File: src/inc/tpc_map.vh
// Register map, field positions and reset values of the timer module
`ifndef TPC_MAP_VH
`define TPC_MAP_VH

// Channel count, fixed at the largest documented size
`define TPC_NCH 8
// Counter width
`define TPC_CW 16

// Register word addresses
`define TPC_A_CTRL 8'h00
`define TPC_A_COUNT 8'h01
`define TPC_A_MOD 8'h02
`define TPC_A_FLAGS 8'h03
// Channel n config at base+2n, value at base+2n+1
`define TPC_A_CH_BASE 8'h10
`define TPC_A_CH_LAST 8'h1F

// Control register fields
`define TPC_CLK_LO 0
`define TPC_CLK_HI 1
`define TPC_PRE_LO 2
`define TPC_PRE_HI 4
`define TPC_CENTER_ALIGNED_PWM_BIT 5
`define TPC_TOF_BIT 6
`define TPC_CTRL_RST 16'h0000

// Clock source select codes
`define TPC_CLK_OFF 2'h0
`define TPC_CLK_BUS 2'h1
`define TPC_CLK_FIX 2'h2
`define TPC_CLK_EXT 2'h3

// Channel config fields: mode [1:0], edge or level [3:2]
`define TPC_MODE_LO 0
`define TPC_MODE_HI 1
`define TPC_LVL_LO 2
`define TPC_LVL_HI 3
`define TPC_MODE_CAP 2'h0
`define TPC_MODE_CMP 2'h1
`define TPC_LVL_OFF 2'h0
`define TPC_CHCFG_RST 4'h0

// Counter and modulo reset values, free-running extremes
`define TPC_CNT_RST 16'h0000
`define TPC_MOD_RST 16'h0000
`define TPC_CNT_MAX 16'hFFFF

`endif

File: src/rtl/tpc_timer.v
// Timer/PWM module with eight capture, compare and PWM channels
`timescale 1ns/10ps
`include "tpc_map.vh"

module tpc_timer (
  input wire mclk, // Bus clock
  input wire rst_n, // Synchronous reset, active low
  input wire clk_en, // Low freezes all state, as in stop mode
  input wire [7:0] addr, // Register word address
  input wire [15:0] wdata, // Write data
  input wire wr_en, // Write strobe, one cycle
  input wire rd_en, // Read strobe, one cycle
  output reg [15:0] rdata, // Read data, one cycle after rd_en
  input wire background_debug_mode, // High holds counter and prescaler
  input wire fixed_clk, // Slow fixed clock, foreign domain
  input wire external_count_clock, // Pin clock, foreign domain
  input wire [7:0] timer_channel_pin_in, // Pin levels, foreign domain
  output wire [7:0] timer_channel_pin_out, // Driven pin levels
  output wire [7:0] timer_channel_pin_oe // High while the timer drives
);

  // Prescaler hit: low 'sel' bits all ones (divide by 2**sel)
  // A select of zero gives an empty mask, so every event hits;
  // the widest select needs all seven prescaler bits set.
  function pre_hit;
    input [6:0] cnt;
    input [2:0] sel;
    reg [6:0] mask;
    begin
      mask = ~(7'h7F << sel);
      pre_hit = ((cnt & mask) == mask);
    end
  endfunction

  // Software registers
  reg [15:0] ctrl_ff; // Clock select, prescale, center mode
  reg [15:0] mod_ff; // Modulo value
  reg [15:0] cnt_ff; // Counter
  reg dir_down_ff; // Center mode count direction
  reg [6:0] pre_ff; // Prescaler
  reg [7:0] chflag_ff; // Channel flags
  reg tof_ff; // Terminal count flag
  reg [3:0] chcfg_ff [0:7]; // Channel mode and level
  reg [15:0] chval_ff [0:7]; // Channel value
  reg [7:0] pin_ff; // Driven channel levels

  // Three-stage synchronisers for every foreign input
  // The first stage may go metastable, so only the second reads it;
  // a level is accepted once stages 2 and 3 agree, which costs
  // three to four cycles of capture latency.
  reg [9:0] sy1_ff; // First stage, read only by second
  reg [9:0] sy2_ff; // Second stage
  reg [9:0] sy3_ff; // Third stage
  reg [9:0] st_ff; // Accepted level, changes when 2 and 3 agree

  wire [9:0] raw_in;
  wire [9:0] agree;
  wire [9:0] rise;
  wire [9:0] fall;

  // Bits 7:0 channel pins, 8 fixed clock, 9 external clock
  assign raw_in = {external_count_clock, fixed_clk,
    timer_channel_pin_in};
  assign agree = ~(sy2_ff ^ sy3_ff);
  assign rise = agree & sy3_ff & ~st_ff;
  assign fall = agree & ~sy3_ff & st_ff;

  // Control fields
  wire [1:0] clk_sel;
  wire [2:0] pre_sel;
  wire center_aligned_pwm_on;
  assign clk_sel = ctrl_ff[`TPC_CLK_HI:`TPC_CLK_LO];
  assign pre_sel = ctrl_ff[`TPC_PRE_HI:`TPC_PRE_LO];
  assign center_aligned_pwm_on = ctrl_ff[`TPC_CENTER_ALIGNED_PWM_BIT];

  // Address decode
  // Channel words are paired: even word is config, odd is value
  wire in_ch;
  wire [2:0] ch_idx;
  wire ch_is_val;
  wire wr_ctrl;
  wire wr_cnt;
  wire wr_mod;
  wire wr_flags;
  assign in_ch = (addr >= `TPC_A_CH_BASE) && (addr <= `TPC_A_CH_LAST);
  assign ch_idx = addr[3:1];
  assign ch_is_val = addr[0];
  assign wr_ctrl = wr_en && (addr == `TPC_A_CTRL);
  assign wr_cnt = wr_en && (addr == `TPC_A_COUNT);
  assign wr_mod = wr_en && (addr == `TPC_A_MOD);
  assign wr_flags = wr_en && (addr == `TPC_A_FLAGS);

  // Source event selection before the prescaler
  // Slow sources count on their synchronised rising edge only; the
  // far side must keep them under a quarter of the bus rate.
  reg src_evt;
  always @* begin
    case (clk_sel)
      `TPC_CLK_BUS: src_evt = 1'b1;
      `TPC_CLK_FIX: src_evt = rise[8];
      `TPC_CLK_EXT: src_evt = rise[9];
      default: src_evt = 1'b0;
    endcase
  end

  // Counter advances only outside debug halt
  // Debug gates prescaler and counter alike, so counting resumes
  // exactly where it stopped once debug ends.
  wire running;
  wire tick;
  assign running = (clk_sel != `TPC_CLK_OFF);
  assign tick = running && src_evt && pre_hit(pre_ff, pre_sel) &&
    !background_debug_mode;

  // Both extreme modulo values mean free-running
  wire mod_free;
  wire [15:0] top;
  assign mod_free = (mod_ff == `TPC_CNT_RST) ||
    (mod_ff == `TPC_CNT_MAX);
  assign top = mod_free ? `TPC_CNT_MAX : mod_ff;

  // Next count and direction on a tick
  // Up mode visits 0..top; center mode visits 0..top..1, so its
  // period is twice the top value and zero is seen once per period.
  reg [15:0] nxt_cnt;
  reg nxt_dir_down;
  reg wrap;
  always @* begin
    nxt_cnt = cnt_ff;
    nxt_dir_down = dir_down_ff;
    wrap = 1'b0;
    if (!center_aligned_pwm_on) begin
      nxt_dir_down = 1'b0;
      if (cnt_ff >= top) begin
        // Wrap to zero after the modulo value
        nxt_cnt = `TPC_CNT_RST;
        wrap = 1'b1;
      end else begin
        nxt_cnt = cnt_ff + 16'h0001;
      end
    end else if (!dir_down_ff) begin
      // Up leg ends at the modulo value
      if (cnt_ff >= top) begin
        nxt_cnt = cnt_ff - 16'h0001;
        nxt_dir_down = 1'b1;
      end else begin
        nxt_cnt = cnt_ff + 16'h0001;
      end
    end else begin
      // Down leg ends at zero, which closes the period
      if (cnt_ff == `TPC_CNT_RST) begin
        nxt_cnt = 16'h0001;
        nxt_dir_down = 1'b0;
        wrap = 1'b1;
      end else begin
        nxt_cnt = cnt_ff - 16'h0001;
      end
    end
  end

  // Per-channel pin actions, flag sets and captures
  // Matches use the count about to be loaded, so pin changes and
  // flags line up with the counter edge itself.
  // In edge PWM a duty match beats the period start, giving zero
  // duty for a value of zero.
  reg [7:0] nxt_pin;
  reg [7:0] ch_set;
  reg [7:0] cap_hit;
  reg [7:0] drive;
  integer i;
  always @* begin
    nxt_pin = pin_ff;
    ch_set = 8'h00;
    cap_hit = 8'h00;
    drive = 8'h00;
    for (i = 0; i < `TPC_NCH; i = i + 1) begin
      if (center_aligned_pwm_on) begin
        // Center mode overrides every channel mode
        if (chcfg_ff[i][`TPC_LVL_HI:`TPC_LVL_LO] != `TPC_LVL_OFF) begin
          drive[i] = running;
          if (tick && nxt_cnt == chval_ff[i]) begin
            ch_set[i] = 1'b1;
            // Down match turns on, up match turns off
            nxt_pin[i] = nxt_dir_down ^
              chcfg_ff[i][`TPC_LVL_LO];
          end
        end
      end else if (chcfg_ff[i][`TPC_MODE_HI:`TPC_MODE_LO] ==
                   `TPC_MODE_CAP) begin
        // Input capture; pin stays an input
        case (chcfg_ff[i][`TPC_LVL_HI:`TPC_LVL_LO])
          2'h1: cap_hit[i] = rise[i];
          2'h2: cap_hit[i] = fall[i];
          2'h3: cap_hit[i] = rise[i] | fall[i];
          default: cap_hit[i] = 1'b0;
        endcase
        cap_hit[i] = cap_hit[i] & running;
        ch_set[i] = cap_hit[i];
      end else if (chcfg_ff[i][`TPC_MODE_HI:`TPC_MODE_LO] ==
                   `TPC_MODE_CMP) begin
        // Output compare; level 0 means software timing only
        if (chcfg_ff[i][`TPC_LVL_HI:`TPC_LVL_LO] != `TPC_LVL_OFF) begin
          drive[i] = running;
        end
        if (tick && nxt_cnt == chval_ff[i]) begin
          ch_set[i] = 1'b1;
          case (chcfg_ff[i][`TPC_LVL_HI:`TPC_LVL_LO])
            2'h1: nxt_pin[i] = ~pin_ff[i];
            2'h2: nxt_pin[i] = 1'b0;
            2'h3: nxt_pin[i] = 1'b1;
            default: nxt_pin[i] = pin_ff[i];
          endcase
        end
      end else begin
        // Edge PWM; level bit 0 picks low-true pulse
        if (chcfg_ff[i][`TPC_LVL_HI:`TPC_LVL_LO] != `TPC_LVL_OFF) begin
          drive[i] = running;
          if (tick && nxt_cnt == `TPC_CNT_RST) begin
            // Leading edge at period start
            nxt_pin[i] = ~chcfg_ff[i][`TPC_LVL_LO];
          end
          if (tick && nxt_cnt == chval_ff[i]) begin
            // Duty end; a zero value yields zero duty
            nxt_pin[i] = chcfg_ff[i][`TPC_LVL_LO];
            ch_set[i] = 1'b1;
          end
        end
      end
    end
  end

  // Pins revert to port logic when the timer does not use them
  // The level is masked by the enable so a released pin never
  // shows a stale level to the port logic.
  assign timer_channel_pin_oe = drive;
  assign timer_channel_pin_out = pin_ff & drive;

  // Synchronisers; all state frozen while clk_en is low
  // Stages reset low: a pin held high then shows one rise, which is
  // harmless as no channel can capture until it is configured.
  always @(posedge mclk) begin
    if (!rst_n) begin
      sy1_ff <= 10'h000;
      sy2_ff <= 10'h000;
      sy3_ff <= 10'h000;
      st_ff <= 10'h000;
    end else if (clk_en) begin
      sy1_ff <= raw_in;
      sy2_ff <= sy1_ff;
      sy3_ff <= sy2_ff;
      // Accept a new level only when stages 2 and 3 agree
      st_ff <= (st_ff & ~agree) | (sy3_ff & agree);
    end
  end

  // Counter, prescaler and global flags
  // A count write also restarts prescaler and up direction, so the
  // first tick after it always comes a full division later.
  always @(posedge mclk) begin
    if (!rst_n) begin
      ctrl_ff <= `TPC_CTRL_RST;
      mod_ff <= `TPC_MOD_RST;
      cnt_ff <= `TPC_CNT_RST;
      dir_down_ff <= 1'b0;
      pre_ff <= 7'h00;
      tof_ff <= 1'b0;
    end else if (clk_en) begin
      if (wr_ctrl) begin
        ctrl_ff <= {10'h000, wdata[5:0]};
      end
      if (wr_mod) begin
        mod_ff <= wdata;
      end
      if (wr_cnt) begin
        // Any data value clears counter and prescaler
        cnt_ff <= `TPC_CNT_RST;
        dir_down_ff <= 1'b0;
        pre_ff <= 7'h00;
      end else begin
        // Wait mode needs no gating here at all
        if (running && src_evt && !background_debug_mode) begin
          pre_ff <= pre_ff + 7'h01;
        end
        if (tick) begin
          cnt_ff <= nxt_cnt;
          dir_down_ff <= nxt_dir_down;
        end
      end
      // Set beats a simultaneous write-one clear
      tof_ff <= (tick && wrap && !wr_cnt) |
        (tof_ff & ~(wr_ctrl & wdata[`TPC_TOF_BIT]));
    end
  end

  // Channel registers, pins and flags
  // A capture wins over a same-cycle value write; losing a
  // timestamp would be worse than losing a software write.
  integer k;
  always @(posedge mclk) begin
    if (!rst_n) begin
      pin_ff <= 8'h00;
      chflag_ff <= 8'h00;
      for (k = 0; k < `TPC_NCH; k = k + 1) begin
        chcfg_ff[k] <= `TPC_CHCFG_RST;
        chval_ff[k] <= `TPC_CNT_RST;
      end
    end else if (clk_en) begin
      pin_ff <= nxt_pin;
      // Flag set wins over a same-cycle clear
      chflag_ff <= ch_set |
        (chflag_ff & ~(wr_flags ? wdata[7:0] : 8'h00));
      for (k = 0; k < `TPC_NCH; k = k + 1) begin
        if (cap_hit[k]) begin
          // Capture has priority over a software write
          chval_ff[k] <= cnt_ff;
        end else if (wr_en && in_ch && ch_is_val &&
                     ch_idx == k[2:0]) begin
          chval_ff[k] <= wdata;
        end
        if (wr_en && in_ch && !ch_is_val && ch_idx == k[2:0]) begin
          chcfg_ff[k] <= wdata[3:0];
        end
      end
    end
  end

  // Read port: data valid in the cycle after rd_en only
  // Reads only copy state, so software may poll the counter freely;
  // idle zero keeps stale data from looking like a fresh answer.
  always @(posedge mclk) begin
    if (!rst_n) begin
      rdata <= 16'h0000;
    end else if (clk_en) begin
      if (!rd_en) begin
        rdata <= 16'h0000;
      end else if (in_ch) begin
        rdata <= ch_is_val ? chval_ff[ch_idx] :
          {12'h000, chcfg_ff[ch_idx]};
      end else begin
        case (addr)
          `TPC_A_CTRL: rdata <= {9'h000, tof_ff, ctrl_ff[5:0]};
          `TPC_A_COUNT: rdata <= cnt_ff;
          `TPC_A_MOD: rdata <= mod_ff;
          `TPC_A_FLAGS: rdata <= {8'h00, chflag_ff};
          default: rdata <= 16'h0000;
        endcase
      end
    end
  end

endmodule

File: config.mk
export PLATFORM = sky130hd
export DESIGN_NAME = tpc_timer
export DESIGN_NICKNAME = d
export VERILOG_FILES = /design/src/rtl/tpc_timer.v
export VERILOG_INCLUDE_DIRS = /design/src /design/src/inc
export SDC_FILE = /design/constraint.sdc
export NUM_CORES = 1
export LEC_CHECK = 0
export BUFFER_PORTS_ARGS = -buffer_cell sky130_fd_sc_hd__buf_2
export CORE_ASPECT_RATIO = 1.1
export CORE_MARGIN = 10
export CORE_UTILIZATION = 55
export DETAILED_ROUTE_END_ITERATION = 10
export GPL_ROUTABILITY_DRIVEN = 1
export PLACE_DENSITY_LB_ADDON = 0.12
export SETUP_SLACK_MARGIN = 0.3
export SYNTH_ARGS = -nofsm -noshare
export SYNTH_HDL_FRONTEND = slang
export SYNTH_SLANG_ARGS = --single-unit
File: constraint.sdc
create_clock -name mclk -period 8.93 [get_ports mclk]
set_input_delay 0.4465 -clock mclk [delete_from_list [all_inputs] [get_ports mclk]]
set_output_delay 0.4465 -clock mclk [all_outputs]
set_load 0.005 [all_outputs]
==> flow_summary.toml, run 1 <==
[hold_path]
holdPathEnd = "sy1_ff[2]$_SDFFE_PN0P_"
hp-class = "in2reg"
min_path_cells = 3
min_from = "timer_channel_pin_in[2]"

[yosys]
syn_inst = 1941
synth_area_leaders = "edfxtp_1 (26%), dfxtp_1 (13%), mux4_2 (5.4%)"
yosysTopAreaCell = "edfxtp_1"
synth_fp_nets = 2035
synth_top_area_frac = 0.261
synthFlopType = "edfxtp_1"
ys_seq_elements = 279
synth_warnings = 0
async_flop_share = 0
synthTopCellsByCount = "nand2_1 (184), edfxtp_1 (160), clkbuf_1 (129)"
ys_seq_area_frac = 0.390
avgSynthCellArea_um2 = 9.49
syn-cell-area_um2 = 18400
yosysUniqueCellTypes = 87
synth_edf_count = 160
yosysMostFrequentCell = "nand2_1"

[timing]
fin_skew_ns = 0.0167
post-route-period-util = 0.729
slew_violations = 0
rsz0062_at_grt = "no"
max_slew_margin = 0.156
setup_violations = 0
worst_pin_slew_ns = 1.26
min_period_ns = 6.51
max_freq_ghz = 0.154
hold_viol = 0
setup_tns_ns = 0

[power_and_ir_drop]
combPwrFrac = 0.085
internal_power_mw = 2.18
sw_frac_of_total = 0.253
power_frac_clock = 0.422
p_leak_nw = 7.24
power.total_mw = 2.92
switchingPower_mw = 0.739
power_frac_seq = 0.493
p_per_area_nw_per_um2 = 145
ir_drop_mv = 0.156

[final_layout]
drive_gt1_frac = 0.141
final-seq-area_um2 = 7190
syn2layout_area_growth_pct = 9.27
n_fill_cell = 2856
fin_nets = 2036
multi_input_comb_area_um2 = 10500

[global_route]
grt_max_degree = 71
grt.overflow.total = 0
antenna_found_initial = 1
first_global_vias = 15900
track_usage = 0.320
grt_pass1_wl_um = 102000

[route]
wl_um = 68100
vias = 16400
drt_iter0_drc = 1915
routed_via_density = 6.83
drt_first_pass_iters = 6
ant_nets = 0
routedWlPerCell_um = 28.4
drc = 0

[die]
dieWidth_um = 195
dieArea_um2 = 41200
fp.dieH_um = 212
row_count = 70
coreArea_um2 = 33200
start_util = 0.555
pin_count = 72

[clocking]
clock_sinks = 279
cts_buffer_depth = 3
cts_hold_buffers = 0
cts_setup_buffers = 0
clk_latency_ns = 0.58
root_buffer = "clkbuf_16"
cts_buffers = 30
cts_tree = "yes"
clk_pin_slew_ns = 0.07
cts_htree_levels = 1
post_cts_resized = 0

[run]
drv_cap = 0

[critical_path]
r2r_end = "pin_ff[2]$_SDFFE_PN0P_"
cp-start-kind = "flop"
worst-endpoint-required_ns = 9.39
critPathCaptureType = "flop"
r2r_start = "mod_ff[10]$_SDFFE_PN0P_"
critical_path_class = "reg2reg"
reg2reg_slack_ns = 2.42
crit_fanout = 16
cp.arrival_ns = 6.97
reg2reg_depth = 16

[placement]
place_hpwl_um = 49400
gp_congestion = 1.01
io_buffers = 71

[outcome]
outcome = "finished clean"
==> critical path, cell delays in order, from the launching register on <==
cell,delay [ns]
dfxtp_1,0.42
nand4_1,0.13
or4_1,0.53
nand2_1,0.45
or2_2,0.21
ha_1,0.21
nand2b_1,0.15
a2111oi_2,0.42
o41ai_2,0.31
a2111o_1,0.73
a311oi_1,0.86
a211oi_1,0.17
nor4_2,0.45
nand4_1,0.37
or4_1,0.60
a211oi_1,0.27
o41ai_1,0.11
==> sequential cells by signal (all words and copies together), names as in the netlist, named ones only <==
name	count
sy2_ff	10
chcfg_ff	32
sy3_ff	10
rdata	16
pre_ff	7
sy1_ff	10
chflag_ff	8
chval_ff	128
dir_down_ff	1
ctrl_ff	6
mod_ff	16
tof_ff	1
cnt_ff	16
pin_ff	8
==> worst max-delay path by stage <==
stage                             from                        end  slack [ns]
2_1_floorplan  mod_ff[10]$_SDFFE_PN0P_     pin_ff[6]$_SDFFE_PN0P_        4.23
3_3_place_gp   mod_ff[10]$_SDFFE_PN0P_     pin_ff[2]$_SDFFE_PN0P_        2.64
3_5_place_dp   mod_ff[10]$_SDFFE_PN0P_     pin_ff[2]$_SDFFE_PN0P_        2.61
4_1_cts        mod_ff[10]$_SDFFE_PN0P_     pin_ff[2]$_SDFFE_PN0P_        2.56
5_1_grt         mod_ff[3]$_SDFFE_PN0P_  chflag_ff[3]$_SDFFE_PN0P_        2.12
6_report       mod_ff[10]$_SDFFE_PN0P_     pin_ff[2]$_SDFFE_PN0P_        2.42
==> routing by layer <==
metal | part of all wire | global-route usage
met4 | 0.061 | 0.182
met3 | 0.090 | 0.0468
met5 | 0 | 0
met1 | 0.38 | 0.396
met2 | 0.47 | 0.529
==> area by class of cell <==
type	instances	share of cell area
diodes	1	0.000124
inverters	58	0.0108
well taps	432	0.0268
clock buffers	36	0.0395
flip-flops and latches	279	0.357
clock inverters	20	0.00764
repair buffers	121	0.0364
multi-input cells	1452	0.522
==> cells in the final DEF, fill, tap and decap left out, drive strengths merged, types with 9 or more instances in the layout <==
cell type / instances
nand4: 31
buf: 121
o21ai: 62
xnor2: 50
nor3: 63
inv: 57
a31oi: 19
and3: 16
clkbuf: 36
and2: 28
nor4: 43
a22oi: 23
edfxtp: 160
a21oi: 60
dfxtp: 119
nand3: 43
and4: 9
ha: 54
mux2: 15
nor2: 126
a211oi: 29
o22ai: 17
o211ai: 14
or3: 35
or4: 12
a22o: 80
nand2: 184
or2: 14
mux2i: 57
clkinv: 16
a21boi: 53
mux4: 44
a222oi: 9
nor2b: 92
xor2: 66
==> power groups by stage <==
stage,clock network [mW],registers (mW),logic (mW)
global route,1.29,1.44,0.263
finish,1.23,1.44,0.248
floorplan,0,1.45,0.166
global placement,0,1.47,0.239
CTS,1.24,1.44,0.243
detailed placement,0,1.47,0.242
==> metrics by stage <==
| step | utilization | hold WS (ns) | instances | setup WS (ns) | cell area, µm² |
|---|---|---|---|---|---|
| floorplan | - | 0.441 | 1941 | 4.23 | 18400 |
| global placement | 0.578 | 0.454 | 2342 | 2.64 | 19200 |
| detailed placement | 0.578 | 0.471 | 2342 | 2.61 | 19200 |
| CTS | 0.607 | 0.122 | 2398 | 2.56 | 20100 |
| global route | 0.607 | 0.153 | 2398 | 2.12 | 20100 |
| finish | 0.607 | 0.135 | 2399 | 2.42 | 20100 |
==> cells by family after synthesis <==
group / share of synthesized area
and+or+nand+nor: 0.210
AOI/OAI and AO/OA: 0.169
DFF: 0.390
buffers and inverters: 0.0449
xor gates and xnor gates: 0.0551
muxes: 0.0939
adders and majority gates: 0.0367
(Power assumes the default switching activity.)
==> run 2: changes to the inputs <==
==> constraint.sdc (replaced) <==
create_clock -name mclk -period 6.6 [get_ports mclk]
set_input_delay 0.33 -clock mclk [delete_from_list [all_inputs] [get_ports mclk]]
set_output_delay 0.33 -clock mclk [all_outputs]
set_load 0.005 [all_outputs]
==> run 2 against run 1 <==
Non-clock buffer count rose by 1. Final area rose by 0.67%. Cell count rose by 0.25%. Routed wire length rose by 0.71%. Count of clock-buffer cells in the layout rose by 10. First-iteration DRC count fell by 7.3%. Worst setup slack got worse by 1.9 ns. Largest cell class unchanged. Largest power group unchanged.
==> flow_summary.toml, run 2 (same netlist as run 1, synthesis figures left out) <==
[outcome]
outcome = "finished clean"

[global_route]
antenna_found_initial = 0
grt_max_degree = 108
grt_util_met2 = 0.522
grt_use_met3 = 0.0531
track_usage = 0.320
first_global_vias = 15600
met1_usage = 0.393
grt_pass1_wl_um = 101000
grt.overflow.total = 0
top_usage_layer = "met2"

[placement]
io_buffers = 71
gp_congestion = 1.04
place_hpwl_um = 49000

[critical_path]
crit_fanout = 16
slowest_stage = "a2111o_1"
reg2reg_depth = 16
critPathTopFamily = "simple AND/OR/NAND/NOR gates"
slowest_delay_ns = 0.71
critPathCaptureType = "flop"
critical_path_class = "reg2reg"
worst-endpoint-required_ns = 7.01
r2r_start = "mod_ff[10]$_SDFFE_PN0P_"
crit_chain = "nand4_1, or4_1, nand2_1, or2_2, ha_1, nand2b_1, a2111oi_2, o41ai_4, a2111o_1, a311oi_1, a211oi_1, nor4_2, nand4_1, or4_1, a211oi_1, o41ai_1"
cp.arrival_ns = 6.46
cp-start-kind = "flop"
reg2reg_slack_ns = 0.55
r2r_end = "pin_ff[2]$_SDFFE_PN0P_"
cp.buffers_inverters = 0

[final_layout]
syn2layout_area_growth_pct = 10.0
fin_nets = 2041
drive_gt1_frac = 0.144
largest_register_ffs = 128
final_common_cell = "nand2_1"
reg.largest.list = "chval_ff: 128 flops, chcfg_ff: 32 flops"
final_cell_mix = "nand2_1 (184), edfxtp_1 (160), nor2_1 (123)"
regMostFlops = "chval_ff"
final_util = 0.611

[timing]
fin_skew_ns = 0.0186
max_slew_margin = 0.130
max_freq_ghz = 0.165
worst_pin_slew_ns = 1.30
slew_violations = 0
setup_tns_ns = 0
post-route-period-util = 0.917
setup_violations = 0
hold_viol = 0
rsz0062_at_grt = "no"
min_period_ns = 6.05

[power_and_ir_drop]
p_leak_nw = 7.33
ir_drop_mv = 0.189
p_per_area_nw_per_um2 = 203
power.total_mw = 4.12

[clocking]
clock_sinks = 279
cts_buffers = 34
clk_latency_ns = 0.54
post_cts_resized = 0
cts_setup_buffers = 0
cts_hold_buffers = 0
clk_pin_slew_ns = 0.06
root_buffer = "clkbuf_16"
cts_tree = "yes"
cts_htree_levels = 2
cts_buffer_depth = 3

[route]
routedWlPerCell_um = 28.5
drc = 0
vias = 16400
drt_iter0_drc = 1776
drt_first_pass_iters = 9
wl_um = 68600
routed_via_density = 6.83
ant_nets = 0

[die]
fp.dieH_um = 212
coreArea_um2 = 33200
row_count = 70
dieWidth_um = 195
start_util = 0.555
dieArea_um2 = 41200
pin_count = 72

[hold_path]
hp-class = "in2reg"
holdPathEnd = "sy1_ff[9]$_SDFFE_PN0P_"
min_from = "external_count_clock"
min_path_cells = 3

[run]
drv_cap = 0
[run 2: through the flow]
stage | setup slack [ns] | hold slack (ns) | area [µm²] | instances
floorplan | 1.90 | 0.441 | 18400 | 1941
global placement | 0.781 | 0.457 | 19200 | 2343
detailed placement | 0.698 | 0.461 | 19200 | 2343
CTS | 0.674 | 0.0440 | 20300 | 2404
global route | 0.315 | 0.0857 | 20300 | 2404
finish | 0.550 | 0.0511 | 20300 | 2405
[run 2: area by class of cell]
| type | instances | area, µm² |
|---|---|---|
| inverters | 58 | 218 |
| repair buffers | 122 | 741 |
| diodes | 1 | 2.50 |
| multi-input cells | 1452 | 10500 |
| clock inverters | 15 | 128 |
| well taps | 432 | 541 |
| flip-flops and latches | 279 | 7190 |
| fillers | 2864 | 12900 |
| clock buffers | 46 | 937 |
[run 2: worst max path at each step]
stage	startpoint	endpoint	slack, ns	cells past startpoint
2_1_floorplan	mod_ff[10]$_SDFFE_PN0P_	pin_ff[6]$_SDFFE_PN0P_	1.90	19
3_3_place_gp	mod_ff[10]$_SDFFE_PN0P_	pin_ff[6]$_SDFFE_PN0P_	0.78	16
3_5_place_dp	mod_ff[10]$_SDFFE_PN0P_	pin_ff[2]$_SDFFE_PN0P_	0.70	16
4_1_cts	mod_ff[10]$_SDFFE_PN0P_	pin_ff[2]$_SDFFE_PN0P_	0.67	16
5_1_grt	mod_ff[3]$_SDFFE_PN0P_	pin_ff[2]$_SDFFE_PN0P_	0.32	16
6_report	mod_ff[10]$_SDFFE_PN0P_	pin_ff[2]$_SDFFE_PN0P_	0.55	16
[run 2: worst min-delay path, stage by stage]
cell and delay, ns:
buf_2 0.08, mux2i_1 0.06, nor2b_1 0.09
[run 2: routing by layer]
metal	vias to the layer above	wire length (µm)
li1	7255	-
met1	7891	25500
met2	1042	32400
met3	245	6320
met4	0	4380
met5	-	0
[run 2: power by group]
part / internal [mW] / switching (mW) / total, mW
sequential: 1.89 / 0.0595 / 1.95
clock: 1.05 / 0.782 / 1.83
combinational: 0.131 / 0.208 / 0.339
total: 3.07 / 1.05 / 4.12
==> run 3: changes to the inputs <==
--- a/config.mk
+++ b/config.mk
@@ -9,7 +9,7 @@
 export BUFFER_PORTS_ARGS = -buffer_cell sky130_fd_sc_hd__buf_2
 export CORE_ASPECT_RATIO = 1.1
 export CORE_MARGIN = 10
-export CORE_UTILIZATION = 55
+export CORE_UTILIZATION = 35
 export DETAILED_ROUTE_END_ITERATION = 10
 export GPL_ROUTABILITY_DRIVEN = 1
 export PLACE_DENSITY_LB_ADDON = 0.12
==> run 3 against run 2 <==
Total power increased by 5.0%. Worst setup slack improved by 0.17 ns. Combinational power grew 3%. Highest routed layer is now met5. Largest power group is now clock. Sequential cell count unchanged. Clock power grew 10%. Cell count increased by 11%. Register-to-register slack improved by 0.17 ns. Via count decreased by 2.5%. Final area rose by 2.5%. Sequential share of layout area is 0.85 points lower. Sequential power barely moved.
==> flow_summary.toml, run 3 (same netlist as run 1, synthesis figures left out) <==
[timing]
slew_violations = 0
worst_pin_slew_ns = 1.13
min_period_ns = 5.88
setup_violations = 0
rsz0062_at_grt = "no"
max_freq_ghz = 0.170
setup_tns_ns = 0
post-route-period-util = 0.891
hold_viol = 0
max_slew_margin = 0.242
fin_skew_ns = 0.0129

[global_route]
grt_pass1_wl_um = 111000
first_global_vias = 15600
grt.overflow.total = 0
antenna_found_initial = 1
grt_max_degree = 90
track_usage = 0.241

[die]
coreArea_um2 = 52300
dieArea_um2 = 62200
fp.dieH_um = 261
start_util = 0.352
row_count = 88
pin_count = 72
dieWidth_um = 239

[clocking]
root_buffer = "clkbuf_16"
cts_tree = "yes"
clk_latency_ns = 0.56
cts_buffer_depth = 3
clk_pin_slew_ns = 0.06
clock_sinks = 279
cts_htree_levels = 2
cts_setup_buffers = 0
cts_hold_buffers = 0
cts_buffers = 35
post_cts_resized = 0

[final_layout]
final_util = 0.397
regMostFlops = "chval_ff"
largest_register_ffs = 128
diodes = 0
final_cell_mix = "nand2_1 (184), edfxtp_1 (160), nor2_1 (123)"
drive_gt1_frac = 0.152
syn2layout_area_growth_pct = 12.7
reg.largest.list = "chval_ff: 128 flops, chcfg_ff: 32 flops"
final_common_cell = "nand2_1"
fin_nets = 2052

[power_and_ir_drop]
p_per_area_nw_per_um2 = 208
p_leak_nw = 7.41
ir_drop_mv = 0.149

[route]
drc = 0
wl_um = 75700
drt_first_pass_iters = 8
routed_via_density = 6.02
drt_iter0_drc = 1521
vias = 16000
ant_nets = 0
routedWlPerCell_um = 28.5

[critical_path]
critPathCaptureType = "flop"
reg2reg_depth = 18
cp.arrival_ns = 6.32
critical_path_class = "reg2reg"
crit_fanout = 11
cp-start-kind = "flop"
worst-endpoint-required_ns = 7.04

[placement]
gp_congestion = 0.985
io_buffers = 71
place_hpwl_um = 55000

[run]
drv_cap = 0

[hold_path]
hp-class = "in2reg"
min_path_cells = 3

[outcome]
outcome = "finished clean"
[run 3: cell count changes in the layout (fill, tap and decap cells not counted), moves of 2 or more]
| cell | previous run | this run |
|---|---|---|
| buf_4 | 52 | 63 |
| bufinv_16 | 1 | 3 |
| clkbuf_8 | 2 | 7 |
| clkbuf_1 | 9 | 7 |
[run 3: final cells by class]
cell class              count  area [µm²]
clock buffers              50        1020
clock inverters            14         159
fillers                  5183       31500
inverters                  58         218
multi-input cells        1452       10500
flip-flops and latches    279        7190
well taps                 675         845
repair buffers            132         818
[run 3: critical path, stage by stage (launching register included)]
cell and delay [ns]:
dfxtp_1 0.44, nand4_1 0.16, or4_1 0.48, nand2_1 0.27
or2_2 0.18, ha_1 0.21, nand2b_1 0.15, a2111oi_2 0.39
o41ai_2 0.14, buf_4 0.19, a2111o_1 0.54, buf_4 0.22
a311oi_1 0.60, a211oi_1 0.11, nor3_1 0.23, nand4_1 0.43
or4_1 0.65, a211oi_1 0.25, o41ai_1 0.11
[run 3: worst paths after layout]
check | from | to | slack (ns)
worst max-delay path | mod_ff[2]$_SDFFE_PN0P_ | pin_ff[2]$_SDFFE_PN0P_ | 0.72
worst min-delay path | external_count_clock | sy1_ff[9]$_SDFFE_PN0P_ | 0.03
worst max register to register | mod_ff[2]$_SDFFE_PN0P_ | pin_ff[2]$_SDFFE_PN0P_ | 0.72
worst min register to register | flop | flop | 0.48
[run 3: through the flow]
step	power (mW)	setup slack [ns]	hold slack [ns]	instance area [µm²]	cells
3_3_place_gp	2.33	0.839	0.463	19600	2596
2_1_floorplan	2.18	1.90	0.441	18400	1941
5_1_grt	4.45	0.323	0.0394	20800	2660
4_1_cts	4.36	0.776	0.00916	20800	2660
3_5_place_dp	2.34	0.834	0.471	19600	2596
6_report	4.32	0.719	0.0325	20800	2660
[run 3: power breakdown]
group          internal [mW]  switching (mW)
Clock                   1.20           0.822
Sequential              1.89          0.0605
Combinational          0.132           0.218
[run 3: layer usage]
metal	GRT usage	vias up	routed length [µm]	part of all wire
li1	-	7258	-	-
met1	0.303	7918	31000	0.41
met2	0.391	675	35500	0.47
met3	0.0381	171	4810	0.063
met4	0.132	2	4380	0.058
met5	0	-	7	0.000092
